===== src/rtl/admc_pkg.sv =====
package admc_pkg;
  localparam logic [9:0] ADDR_MODE_CTRL = 10'h100;
  localparam logic [9:0] ADDR_CLK_SEL = 10'h101;
  localparam int CMD_BITS = 16;
  localparam int DATA_BITS_MODE = 16;
  localparam int DATA_BITS_CLK = 16;
  localparam int RD_BYTE_BITS = 8;
  // Mode register fields
  localparam int WL_LSB = 0;
  localparam int FMT_LSB = 2;
  localparam int DEEMP_LSB = 4;
  localparam int PWRDN_BIT = 6;
  localparam int MUTE_BIT = 7;
  localparam int CAPOUT_BIT = 8;
  localparam int SAFE_BIT = 9;
  localparam int HALT_BIT = 10;
  localparam int AUX_BIT = 11;
  localparam logic [11:0] MODE_RESET = 12'h000;
  // Clock register fields
  localparam int MCO_LSB = 0;
  localparam int MCI_FREQ_BIT = 2;
  localparam int RSVD_BIT = 3;
  localparam int MCSRC_LSB = 4;
  localparam int SISRC_LSB = 6;
  localparam int SOUT_BIT = 8;
  localparam int RAMP_BIT = 9;
  localparam logic [9:0] CLK_RESET = 10'h000;
  localparam logic [1:0] SEL_UNUSED = 2'h3;
  // Ramp lengths in frame periods, then the safeload slot count
  localparam int RAMP_FAST_FRAMES = 1024;
  localparam int RAMP_SLOW_FRAMES = 8192;
  localparam int MUTE_FRAMES = 512;
  localparam int SAFE_SLOTS = 5;

  typedef enum logic [1:0] {ADMC_FMT_I2S, ADMC_FMT_RJ, ADMC_FMT_DSP, ADMC_FMT_LJ} admc_fmt_t;
  typedef enum logic [1:0] {ADMC_DE_NONE, ADMC_DE_44K1, ADMC_DE_32K, ADMC_DE_48K} admc_deemp_t;
  typedef enum logic [1:0] {ADMC_MCO_OFF, ADMC_MCO_CORE, ADMC_MCO_HALF, ADMC_MCO_THRU} admc_mco_t;

  typedef struct packed {
    admc_fmt_t fmt;
    logic [4:0] word_bits;
    admc_deemp_t deemp;
    logic aux_in_sel;
    logic core_clk_gate;
    logic capture_out_en;
  } admc_mode_t;

  typedef struct packed {
    admc_mco_t mco_mode;
    logic mclk_doubler_en;
    logic [1:0] mclk_src;
    logic [1:0] serial_src;
    logic serial_out_en;
    logic slow_ramp;
  } admc_clk_t;
endpackage


===== src/rtl/admc_ramp.sv =====
`timescale 1ns/1ps
module admc_ramp #(
  parameter int GAIN_BITS = 14
) (
  input wire logic core_clk,
  input wire logic reset,
  input wire logic frame_tick,
  input wire logic mute_req,
  input wire logic slow_ramp,
  output logic [GAIN_BITS-1:0] gain,
  output logic silent
);
  initial begin
    if (GAIN_BITS < 14) begin
      $error("GAIN_BITS too small");
    end
  end
  // Unity gain is half of full scale, so a mute from unity takes half the full-scale ramp
  localparam int UNITY = admc_pkg::RAMP_SLOW_FRAMES;
  localparam logic [GAIN_BITS-1:0] FULL = GAIN_BITS'(UNITY);
  localparam logic [GAIN_BITS-1:0] STEP_FAST = GAIN_BITS'(2 * UNITY / admc_pkg::RAMP_FAST_FRAMES);
  localparam logic [GAIN_BITS-1:0] STEP_SLOW = GAIN_BITS'(2 * UNITY / admc_pkg::RAMP_SLOW_FRAMES);
  logic [GAIN_BITS-1:0] step;

  assign step = slow_ramp ? STEP_SLOW : STEP_FAST;

  // Linear ramp: one step per frame toward the target
  always_ff @(posedge core_clk or posedge reset) begin
    if (reset) begin
      gain <= FULL;
    end else if (frame_tick) begin
      if (mute_req) begin
        gain <= (gain > step) ? gain - step : '0;
      end else begin
        gain <= (FULL - gain > step) ? gain + step : FULL;
      end
    end
  end

  always_ff @(posedge core_clk or posedge reset) begin
    if (reset) begin
      silent <= 1'b0;
    end else begin
      silent <= mute_req && (gain == '0);
    end
  end
endmodule


===== src/rtl/admc_regs.sv =====
`timescale 1ns/1ps
// Behaviour
// - Word length code 00=24, 01=20, 1x=16 bits; sets right-justified MSB position.
// - Format bits 3:2 pick I2S, right-justified, DSP or left-justified input.
// - De-emphasis bits 5:4 pick none, 44.1, 32 or 48 kHz curve.
// - Bit 6 gates core clocks without reset; only reset pin resets.
// - Bit 7 ramps volume down; clearing ramps it back up.
// - Bit 8 enables capture serial output pin; host sets it before reading.
// - Writing 1 to bit 9 transfers only safeload slots written since last transfer.
// - Status bit 0 sets when transfer done, clears after the read returning it.
// - Bit 10 ramps volume down then shuts the core down.
// - Status bit 1 sets once core shutdown completes.
// - Bit 11 makes shared pin an aux serial input, else 44.1 kHz de-emphasis enable.
// - Clock-out bits 1:0: off, core clock, core clock halved, input feedthrough.
// - Halved output is inverted versus the input clock; feedthrough is not.
// - Bit 2 selects 512x direct input or 256x input with doubler.
// - Bits 5:4 select one of three master clock inputs; 11 unused.
// - Bits 7:6 select one of three serial input groups; 11 unused.
// - Second register bit 8 enables three serial outputs; resets disabled.
// - Bit 9 selects 1024 or 8192 frame full ramp.
// - Transaction: 00000, read flag, address 9:8, address 7:0, then data bytes.
// - Latch low frames a transaction; data sampled on control clock rising edge.
module admc_regs #(
  parameter int GAIN_BITS = 14
) (
  input wire logic core_clk,
  input wire logic reset,
  input wire logic control_latch,
  input wire logic control_clock,
  input wire logic control_data_in,
  output logic control_data_out,
  output logic control_data_out_oe_n,
  input wire logic frame_clock,
  input wire logic deemp_aux_pin,
  input wire logic [2:0] master_clock_src,
  input wire logic [2:0] serial_audio_data_src,
  input wire logic [2:0] frame_clock_src,
  input wire logic [2:0] bit_clock_src,
  input wire logic [4:0] safeload_written,
  input wire logic safeload_slot_done,
  output logic [4:0] safeload_copy_mask,
  output logic safeload_go,
  output admc_pkg::admc_mode_t mode_cfg,
  output admc_pkg::admc_clk_t clk_cfg,
  output logic aux_serial_data,
  output logic core_clk_enable,
  output logic core_halted,
  output logic [GAIN_BITS-1:0] volume_gain,
  output logic capture_serial_out_pin_en,
  output logic [2:0] serial_out_pins,
  output logic serial_out_oe_n,
  output logic master_clock_output_pin,
  output logic master_clock_output_oe_n
);
  initial begin
    if (GAIN_BITS < 14) begin
      $error("GAIN_BITS too small");
    end
  end

  typedef enum {ADMC_IDLE, ADMC_SHIFT, ADMC_READ, ADMC_IGNORE} admc_spi_t;
  admc_spi_t spi_reg;
  logic [11:0] mode_reg;
  logic [9:0] clk_reg;
  logic [4:0] bit_cnt_reg;
  localparam int CMD_W = admc_pkg::CMD_BITS;
  logic [CMD_W-1:0] cmd_reg;
  logic [15:0] data_reg;
  logic [5:0] data_cnt_reg;
  logic control_clock_d_reg;
  logic frame_d_reg;
  logic safe_done_reg;
  logic safe_busy_reg;
  logic [4:0] safe_pend_reg;
  logic halt_done_reg;
  logic read_stat_reg;
  logic [1:0] rd_shift_reg;
  logic half_clk_reg;
  logic mclk_in;
  logic control_clock_rise;
  logic frame_tick;
  logic ramp_silent;
  logic mute_req;

  assign control_clock_rise = control_clock && !control_clock_d_reg;
  assign frame_tick = frame_clock && !frame_d_reg;
  assign mute_req = mode_reg[admc_pkg::MUTE_BIT] || mode_reg[admc_pkg::HALT_BIT];
  assign mclk_in = master_clock_src[clk_reg[admc_pkg::MCSRC_LSB +: 2]];

  always_ff @(posedge core_clk or posedge reset) begin
    if (reset) begin
      control_clock_d_reg <= 1'b0;
      frame_d_reg <= 1'b0;
    end else begin
      control_clock_d_reg <= control_clock;
      frame_d_reg <= frame_clock;
    end
  end

  // Serial control port: command word, then data bits MSB first
  always_ff @(posedge core_clk or posedge reset) begin
    if (reset) begin
      spi_reg <= ADMC_IDLE;
      bit_cnt_reg <= '0;
      cmd_reg <= '0;
      data_reg <= '0;
      data_cnt_reg <= '0;
    end else if (control_latch) begin
      spi_reg <= ADMC_IDLE;
      bit_cnt_reg <= '0;
      data_cnt_reg <= '0;
    end else if (control_clock_rise) begin
      case (spi_reg)
        ADMC_IDLE, ADMC_SHIFT: begin
          if (bit_cnt_reg < 5'(CMD_W)) begin
            cmd_reg <= {cmd_reg[CMD_W-2:0], control_data_in};
            bit_cnt_reg <= bit_cnt_reg + 5'h1;
            spi_reg <= ADMC_SHIFT;
          end else if (cmd_reg[15:11] != 5'h00) begin
            spi_reg <= ADMC_IGNORE;
          end else if (cmd_reg[10]) begin
            spi_reg <= ADMC_READ;
          end else begin
            data_reg <= {data_reg[14:0], control_data_in};
            data_cnt_reg <= data_cnt_reg + 6'h1;
          end
        end
        ADMC_READ: begin
          data_cnt_reg <= data_cnt_reg + 6'h1;
        end
        ADMC_IGNORE: begin
          spi_reg <= ADMC_IGNORE;
        end
        default: begin
          spi_reg <= ADMC_IDLE;
        end
      endcase
    end
  end

  logic wr_commit;
  logic [9:0] cmd_addr;
  assign cmd_addr = cmd_reg[9:0];
  assign wr_commit = (spi_reg == ADMC_SHIFT) && !cmd_reg[10] && (cmd_reg[15:11] == 5'h00)
                     && (data_cnt_reg == 6'd16) && !control_clock_rise;
  logic wr_seen_reg;

  always_ff @(posedge core_clk or posedge reset) begin
    if (reset) begin
      wr_seen_reg <= 1'b0;
    end else if (control_latch || (data_cnt_reg != 6'd16)) begin
      wr_seen_reg <= 1'b0;
    end else if (wr_commit) begin
      wr_seen_reg <= 1'b1;
    end
  end

  logic wr_pulse;
  assign wr_pulse = wr_commit && !wr_seen_reg;

  // First control register; safeload request bit is a self-clearing strobe
  always_ff @(posedge core_clk or posedge reset) begin
    if (reset) begin
      mode_reg <= admc_pkg::MODE_RESET;
    end else if (wr_pulse && cmd_addr == admc_pkg::ADDR_MODE_CTRL) begin
      mode_reg <= data_reg[11:0];
    end else begin
      mode_reg[admc_pkg::SAFE_BIT] <= 1'b0;
    end
  end

  // Second control register; reserved bit is written as zero, unused codes are held
  always_ff @(posedge core_clk or posedge reset) begin
    if (reset) begin
      clk_reg <= admc_pkg::CLK_RESET;
    end else if (wr_pulse && cmd_addr == admc_pkg::ADDR_CLK_SEL) begin
      clk_reg[1:0] <= data_reg[1:0];
      clk_reg[admc_pkg::MCI_FREQ_BIT] <= data_reg[admc_pkg::MCI_FREQ_BIT];
      clk_reg[admc_pkg::RSVD_BIT] <= 1'b0;
      if (data_reg[5:4] != admc_pkg::SEL_UNUSED) begin
        clk_reg[5:4] <= data_reg[5:4];
      end
      if (data_reg[7:6] != admc_pkg::SEL_UNUSED) begin
        clk_reg[7:6] <= data_reg[7:6];
      end
      clk_reg[9:8] <= data_reg[9:8];
    end
  end

  // Safeload transfer: latch written slots at request, wait for copy engine
  always_ff @(posedge core_clk or posedge reset) begin
    if (reset) begin
      safe_busy_reg <= 1'b0;
      safe_pend_reg <= '0;
      safeload_go <= 1'b0;
      safeload_copy_mask <= '0;
    end else begin
      safeload_go <= 1'b0;
      if (!safe_busy_reg && mode_reg[admc_pkg::SAFE_BIT]) begin
        safe_busy_reg <= 1'b1;
        safe_pend_reg <= safeload_written;
        safeload_copy_mask <= safeload_written;
        safeload_go <= 1'b1;
      end else if (safe_busy_reg && (safe_pend_reg == '0 || safeload_slot_done)) begin
        safe_busy_reg <= 1'b0;
        safe_pend_reg <= '0;
      end
    end
  end

  // Read status: done flag clears after the read that returned it, set wins
  logic safe_done_set;
  assign safe_done_set = safe_busy_reg && (safe_pend_reg == '0 || safeload_slot_done);

  always_ff @(posedge core_clk or posedge reset) begin
    if (reset) begin
      safe_done_reg <= 1'b0;
      read_stat_reg <= 1'b0;
    end else begin
      if (spi_reg == ADMC_READ && cmd_addr == admc_pkg::ADDR_MODE_CTRL) begin
        read_stat_reg <= 1'b1;
      end else if (control_latch) begin
        read_stat_reg <= 1'b0;
      end
      if (safe_done_set) begin
        safe_done_reg <= 1'b1;
      end else if (control_latch && read_stat_reg && rd_shift_reg[0]) begin
        safe_done_reg <= 1'b0;
      end
    end
  end

  // Halt: after ramp reaches silence the core stops
  always_ff @(posedge core_clk or posedge reset) begin
    if (reset) begin
      halt_done_reg <= 1'b0;
    end else if (!mode_reg[admc_pkg::HALT_BIT]) begin
      halt_done_reg <= 1'b0;
    end else if (ramp_silent) begin
      halt_done_reg <= 1'b1;
    end
  end

  // Readback: 16-bit word, status in the low two bits
  always_ff @(posedge core_clk or posedge reset) begin
    if (reset) begin
      control_data_out <= 1'b0;
      control_data_out_oe_n <= 1'b1;
      rd_shift_reg <= '0;
    end else if (spi_reg == ADMC_READ && cmd_addr == admc_pkg::ADDR_MODE_CTRL) begin
      control_data_out_oe_n <= 1'b0;
      if (data_cnt_reg == 6'd0) begin
        rd_shift_reg <= {halt_done_reg, safe_done_reg};
      end
      if (data_cnt_reg >= 6'd14 && data_cnt_reg < 6'd16) begin
        control_data_out <= (data_cnt_reg == 6'd14) ? rd_shift_reg[1] : rd_shift_reg[0];
      end else begin
        control_data_out <= 1'b0;
      end
    end else begin
      control_data_out <= 1'b0;
      control_data_out_oe_n <= 1'b1;
      if (control_latch && !read_stat_reg) begin
        rd_shift_reg <= '0;
      end
    end
  end

  // Decoded configuration outputs
  always_ff @(posedge core_clk or posedge reset) begin
    if (reset) begin
      mode_cfg <= '0;
      clk_cfg <= '0;
    end else begin
      mode_cfg.fmt <= admc_pkg::admc_fmt_t'(mode_reg[admc_pkg::FMT_LSB +: 2]);
      case (mode_reg[admc_pkg::WL_LSB +: 2])
        2'h0: mode_cfg.word_bits <= 5'd24;
        2'h1: mode_cfg.word_bits <= 5'd20;
        default: mode_cfg.word_bits <= 5'd16;
      endcase
      if (!mode_reg[admc_pkg::AUX_BIT] && deemp_aux_pin) begin
        mode_cfg.deemp <= admc_pkg::ADMC_DE_44K1;
      end else begin
        mode_cfg.deemp <= admc_pkg::admc_deemp_t'(mode_reg[admc_pkg::DEEMP_LSB +: 2]);
      end
      mode_cfg.aux_in_sel <= mode_reg[admc_pkg::AUX_BIT];
      mode_cfg.core_clk_gate <= mode_reg[admc_pkg::PWRDN_BIT];
      mode_cfg.capture_out_en <= mode_reg[admc_pkg::CAPOUT_BIT];
      clk_cfg.mco_mode <= admc_pkg::admc_mco_t'(clk_reg[admc_pkg::MCO_LSB +: 2]);
      clk_cfg.mclk_doubler_en <= clk_reg[admc_pkg::MCI_FREQ_BIT];
      clk_cfg.mclk_src <= clk_reg[5:4];
      clk_cfg.serial_src <= clk_reg[7:6];
      clk_cfg.serial_out_en <= clk_reg[admc_pkg::SOUT_BIT];
      clk_cfg.slow_ramp <= clk_reg[admc_pkg::RAMP_BIT];
    end
  end

  // Pin-side outputs
  always_ff @(posedge core_clk or posedge reset) begin
    if (reset) begin
      aux_serial_data <= 1'b0;
      core_clk_enable <= 1'b1;
      core_halted <= 1'b0;
      capture_serial_out_pin_en <= 1'b0;
      serial_out_pins <= '0;
      serial_out_oe_n <= 1'b1;
    end else begin
      aux_serial_data <= mode_reg[admc_pkg::AUX_BIT] && deemp_aux_pin;
      core_clk_enable <= !mode_reg[admc_pkg::PWRDN_BIT] && !halt_done_reg;
      core_halted <= halt_done_reg;
      capture_serial_out_pin_en <= mode_reg[admc_pkg::CAPOUT_BIT];
      serial_out_pins <= {serial_audio_data_src[clk_reg[7:6]], frame_clock_src[clk_reg[7:6]],
                          bit_clock_src[clk_reg[7:6]]};
      serial_out_oe_n <= !clk_reg[admc_pkg::SOUT_BIT];
    end
  end

  // Master clock output; halved clock toggles so it starts inverted to input
  always_ff @(posedge core_clk or posedge reset) begin
    if (reset) begin
      half_clk_reg <= 1'b0;
      master_clock_output_pin <= 1'b0;
      master_clock_output_oe_n <= 1'b1;
    end else begin
      half_clk_reg <= !half_clk_reg;
      master_clock_output_oe_n <= (clk_reg[1:0] == 2'h0);
      case (admc_pkg::admc_mco_t'(clk_reg[1:0]))
        admc_pkg::ADMC_MCO_CORE: master_clock_output_pin <= core_clk_enable;
        admc_pkg::ADMC_MCO_HALF: master_clock_output_pin <= !half_clk_reg;
        admc_pkg::ADMC_MCO_THRU: master_clock_output_pin <= mclk_in;
        default: master_clock_output_pin <= 1'b0;
      endcase
    end
  end

  admc_ramp #(
    .GAIN_BITS(GAIN_BITS)
  ) u_ramp (
    .core_clk(core_clk),
    .reset(reset),
    .frame_tick(frame_tick),
    .mute_req(mute_req),
    .slow_ramp(clk_reg[admc_pkg::RAMP_BIT]),
    .gain(volume_gain),
    .silent(ramp_silent)
  );
endmodule


===== config.mk =====
export PLATFORM = sky130hd
export DESIGN_NAME = admc_regs
export DESIGN_NICKNAME = d
export VERILOG_FILES = /design/src/rtl/admc_pkg.sv /design/src/rtl/admc_ramp.sv /design/src/rtl/admc_regs.sv
export SDC_FILE = /design/constraint.sdc
export NUM_CORES = 1
export LEC_CHECK = 0
export BUFFER_PORTS_ARGS = -buffer_cell sky130_fd_sc_hd__buf_2
export CORE_ASPECT_RATIO = 0.6
export CORE_MARGIN = 3
export CORE_UTILIZATION = 62
export CTS_CLUSTER_SIZE = 12
export DETAILED_ROUTE_END_ITERATION = 8
export PLACE_DENSITY = 0.85
export RECOVER_POWER = 25
export SLEW_MARGIN = 0
export SYNTH_ARGS = -nofsm -noshare
export SYNTH_HDL_FRONTEND = slang
export SYNTH_SLANG_ARGS = --single-unit
export TNS_END_PERCENT = 30

===== constraint.sdc =====
create_clock -name core_clk -period 9.9 [get_ports core_clk]
set_clock_uncertainty 0.2 [all_clocks]
set_input_delay 0.99 -clock core_clk [delete_from_list [all_inputs] [get_ports core_clk]]
set_output_delay 0.99 -clock core_clk [all_outputs]
set_load 0.02 [all_outputs]

==> key figures <==
Status
  • Status: complete, but fails checks
  • Failing checks: max-capacitance violations, max-slew violations

Synth
  • Asr flop ratio synth: 100%
  • Number of distinct library cells after synthesis: 59
  • Prevailing post-synth register cell: dfrtp_1
  • EDFF count, synth: 0
  • Post-synthesis sequential area ratio: approximately 53%
  • Yosys warning count: 0
  • Synthesized area: approximately 6000 sq um
  • Register bit total from synthesis: 127
  • Avg Inst Size Synth: around 11 sq um
  • Post-Synthesis Cells: between 500 and 600

Clocking
  • Clock root buffer: clkbuf_16
  • Post-CTS setup buffers: 0
  • Worst-Skew Late Latency: 0.40 ns
  • Depth of the CTS H-tree: 4
  • Num CTS Buffers: 17
  • Clock transition at the registers of the reported paths: ~0.05 ns
  • Clock Path Buffers: 2
  • CTS tree: built
  • Cts repair resizes: 0
  • Clock Sinks: between 100 and 150
  • Post-CTS Hold Buffers: 0

Setup path
  • Type of the worst setup path: input port to asynchronous set/reset pin
  • Crit path max fanout: 67
  • Buf+Inv Stages, Crit Path: 3
  • Cells along the critical path: buf_2 > clkinvlp_2 > buf_4
  • CP Launch Type: input port
  • Worst path slowest cell: clkinvlp_2
  • Worst endpoint data arrival time: about 3.6 ns
  • Crit. End Element: asynchronous set/reset pin
  • Worst r2r src: clk_reg[9]$_DFFE_PP0P_
  • CP delay by family, top: buffers and inverters
  • CP required: approximately 10 ns
  • Setup slack, reg-to-reg: 6.74 ns
  • R2R cell count: 8
  • CP peak stage delay: about 1.6 ns
  • Reg-to-reg endpoint: u_ramp.gain[8]$_DFFE_PP0P_

Pwr
  • PwrDens: around 200 nW/um^2
  • Power, Total: between 1 and 1.5 mW
  • Int Power: roughly 1.1 mW
  • Worst vdd ir: about 0.14 mV
  • Power share of the clock group: between 40 and 50%
  • Sw Ratio: between 20% and 30%
  • Sw power: 358 uW
  • Leakage: about 3.3 nW
  • Part of the power in registers: roughly two fifths
  • Fraction of power consumed by combinational cells: between 10% and 20%

Worst hold path
  • Hold_sp: clk_reg[2]$_DFFE_PP0P_
  • WHS Path Cells: 0
  • Min-delay worst type: flop to flop
  • Sink of the worst hold path: clk_cfg[6]$_DFF_PP0_

Die
  • Core Area: between 9000 and 10,000 sq um
  • Die W: between 100 and 150 um
  • Initial Util: between 60 and 70%
  • Row cnt: 27
  • IO Pins: 78
  • Die ar.: between 10,000 and 15,000 sq um
  • Die H: a little over 80 um

Routing
  • Post-Route WL: roughly 14,000 um
  • Detailed-route via count: between 4,000 and 5,000
  • Residual DRC count: 0
  • Antenna viol nets, final: 0
  • Routed len/inst: 18.0 um
  • 1st-iter DRT viols: 521
  • DR vias/cell: roughly 6
  • Initial DRT Pass Iterations: 5

Placed design
  • Routability congestion estimate: roughly 0.9
  • Placed cells: about 720
  • IO Port Bufs: 74
  • HPWL Detailed: around 9100 um

Timing
  • FMAX: approximately 300 MHz
  • Final Hold Fails: 0
  • Setup TNS: 0 ns
  • Worst Tran Pin Value: between 2 and 3 ns
  • Rel. slew slack: -91.1%
  • Crit path time final: 3.36 ns
  • RSZ-0062 raised after global routing: no
  • Slew Limit Fails: 68
  • Final setup fails: 0
  • Final Cycle Share: 33.9%
  • WHS: between 0.15 and 0.2 ns

Run
  • Max Cap Viol: 1

Layout
  • Core Util, Final: roughly three quarters
  • Most frequent cells in the layout: dfrtp_1 (122), buf_2 (69), nand2_1 (48)
  • Synthesis-to-layout area growth: 17.9%
  • Diode count: 0
  • Max FFs per register: 16
  • Non-Filler Instances: approximately 760
  • Share of cells above drive strength 1: between 20% and 30%
  • Commonest non-fill, non-tap cell in the layout: dfrtp_1
  • Final #Nets: about 650

GRT
  • Total GRT Usage: a little over a quarter
  • Vias in the first global route: roughly 4,500
  • Largest net degree at the start of global routing: 68
  • First-pass GRT wire length: 22,500 um
  • Initial antenna violation count: 0
  • Total grt overflow: 0
-- power by group through the flow --
stage | clock network, mW | registers (mW) | logic [mW]
after detailed placement | 0 | 0.604 | 0.151
final | 0.686 | 0.598 | 0.155
after global routing | 0.718 | 0.603 | 0.169
after CTS | 0.694 | 0.596 | 0.154
after floorplan | 0 | 0.591 | 0.122
after global placement | 0 | 0.600 | 0.144
-- worst register-to-register path, cell delays in order, from the launching register on --
cell      delay [ns]
dfrtp_1         0.54
inv_1           0.09
ha_1            0.34
nor4b_1         0.35
o31ai_1         0.19
o21ai_2         0.64
nor2_1          0.18
a221oi_1        0.40
o31ai_2         0.09
-- Yosys cell counts (6+ instances only) --
master    count  share of area, %
nand2b_1      8              0.84
mux2_1        6               1.1
inv_1        20               1.3
nor2b_1       7              0.73
mux2_2       39               7.4
o31ai_1       9               1.1
nor2_1       46               2.9
clkbuf_1     16               1.0
nor3_1       20               1.7
mux2i_1      16               2.7
nand4_1       8              0.84
o21bai_1      6              0.75
xnor2_1      10               1.5
xor2_1        7               1.0
a21oi_1      17               1.4
nand2_1      48               3.0
nand3_1      14               1.2
o21ai_0      18               1.5
ha_1         13               2.7
o22ai_1       7              0.73
dfrtp_1     122                51
-- logic make-up (layout without fill, tap and decap cells) --
kind of cell    Yosys count  count (layout)  share of synthesized area [%]
compound gates           87              87                           9.79
xor+xnor                 18              18                           2.77
fa+ha+maj                13              13                           2.73
buf+inv                  47             128                           3.61
flops                   127             127                           53.4
mux                      61              61                           11.2
other cells               2               4                          0.126
simple gates            188             188                           16.5
-- worst max-delay path by stage --
stage | startpoint | endpoint | cells after the start
2_1_floorplan | reset | aux_serial_data$_DFF_PP0_ | 1
3_3_place_gp | control_clock | mode_reg[10]$_DFFE_PP0P_ | 7
3_5_place_dp | control_clock | mode_reg[10]$_DFFE_PP0P_ | 7
4_1_cts | clk_reg[9]$_DFFE_PP0P_ | u_ramp.gain[8]$_DFFE_PP0P_ | 8
5_1_grt | reset | u_ramp.gain[8]$_DFFE_PP0P_ | 3
6_report | reset | data_reg[3]$_DFFE_PP0P_ | 3
-- layer usage --
metal	share of wire, %	GRT usage (%)	up-vias
met5	0	0	-
met1	46	37.7	2204
met3	8.1	7.16	32
met4	1.7	10.6	0
met2	44	39.6	230
li1	-	-	2052
-- layout make-up --
| type | count | area, sq um |
|---|---|---|
| Sequential cell | 127 | 3180 |
| Multi-Input combinational cell | 371 | 2580 |
| Tap cell | 130 | 163 |
| Fill cell | 604 | 2220 |
| Inverter | 20 | 76.3 |
| Timing Repair Buffer | 76 | 379 |
| Clock inverter | 10 | 183 |
| Clock buffer | 22 | 474 |
-- through the flow --
stage / setup WS (ns) / area, sq um
2_1_floorplan: 5.33 / 5980
3_3_place_gp: 6.83 / 6390
3_5_place_dp: 6.71 / 6390
4_1_cts: 6.87 / 7040
5_1_grt: 6.05 / 7040
6_report: 6.54 / 7040
(Power assumes the default switching activity.)
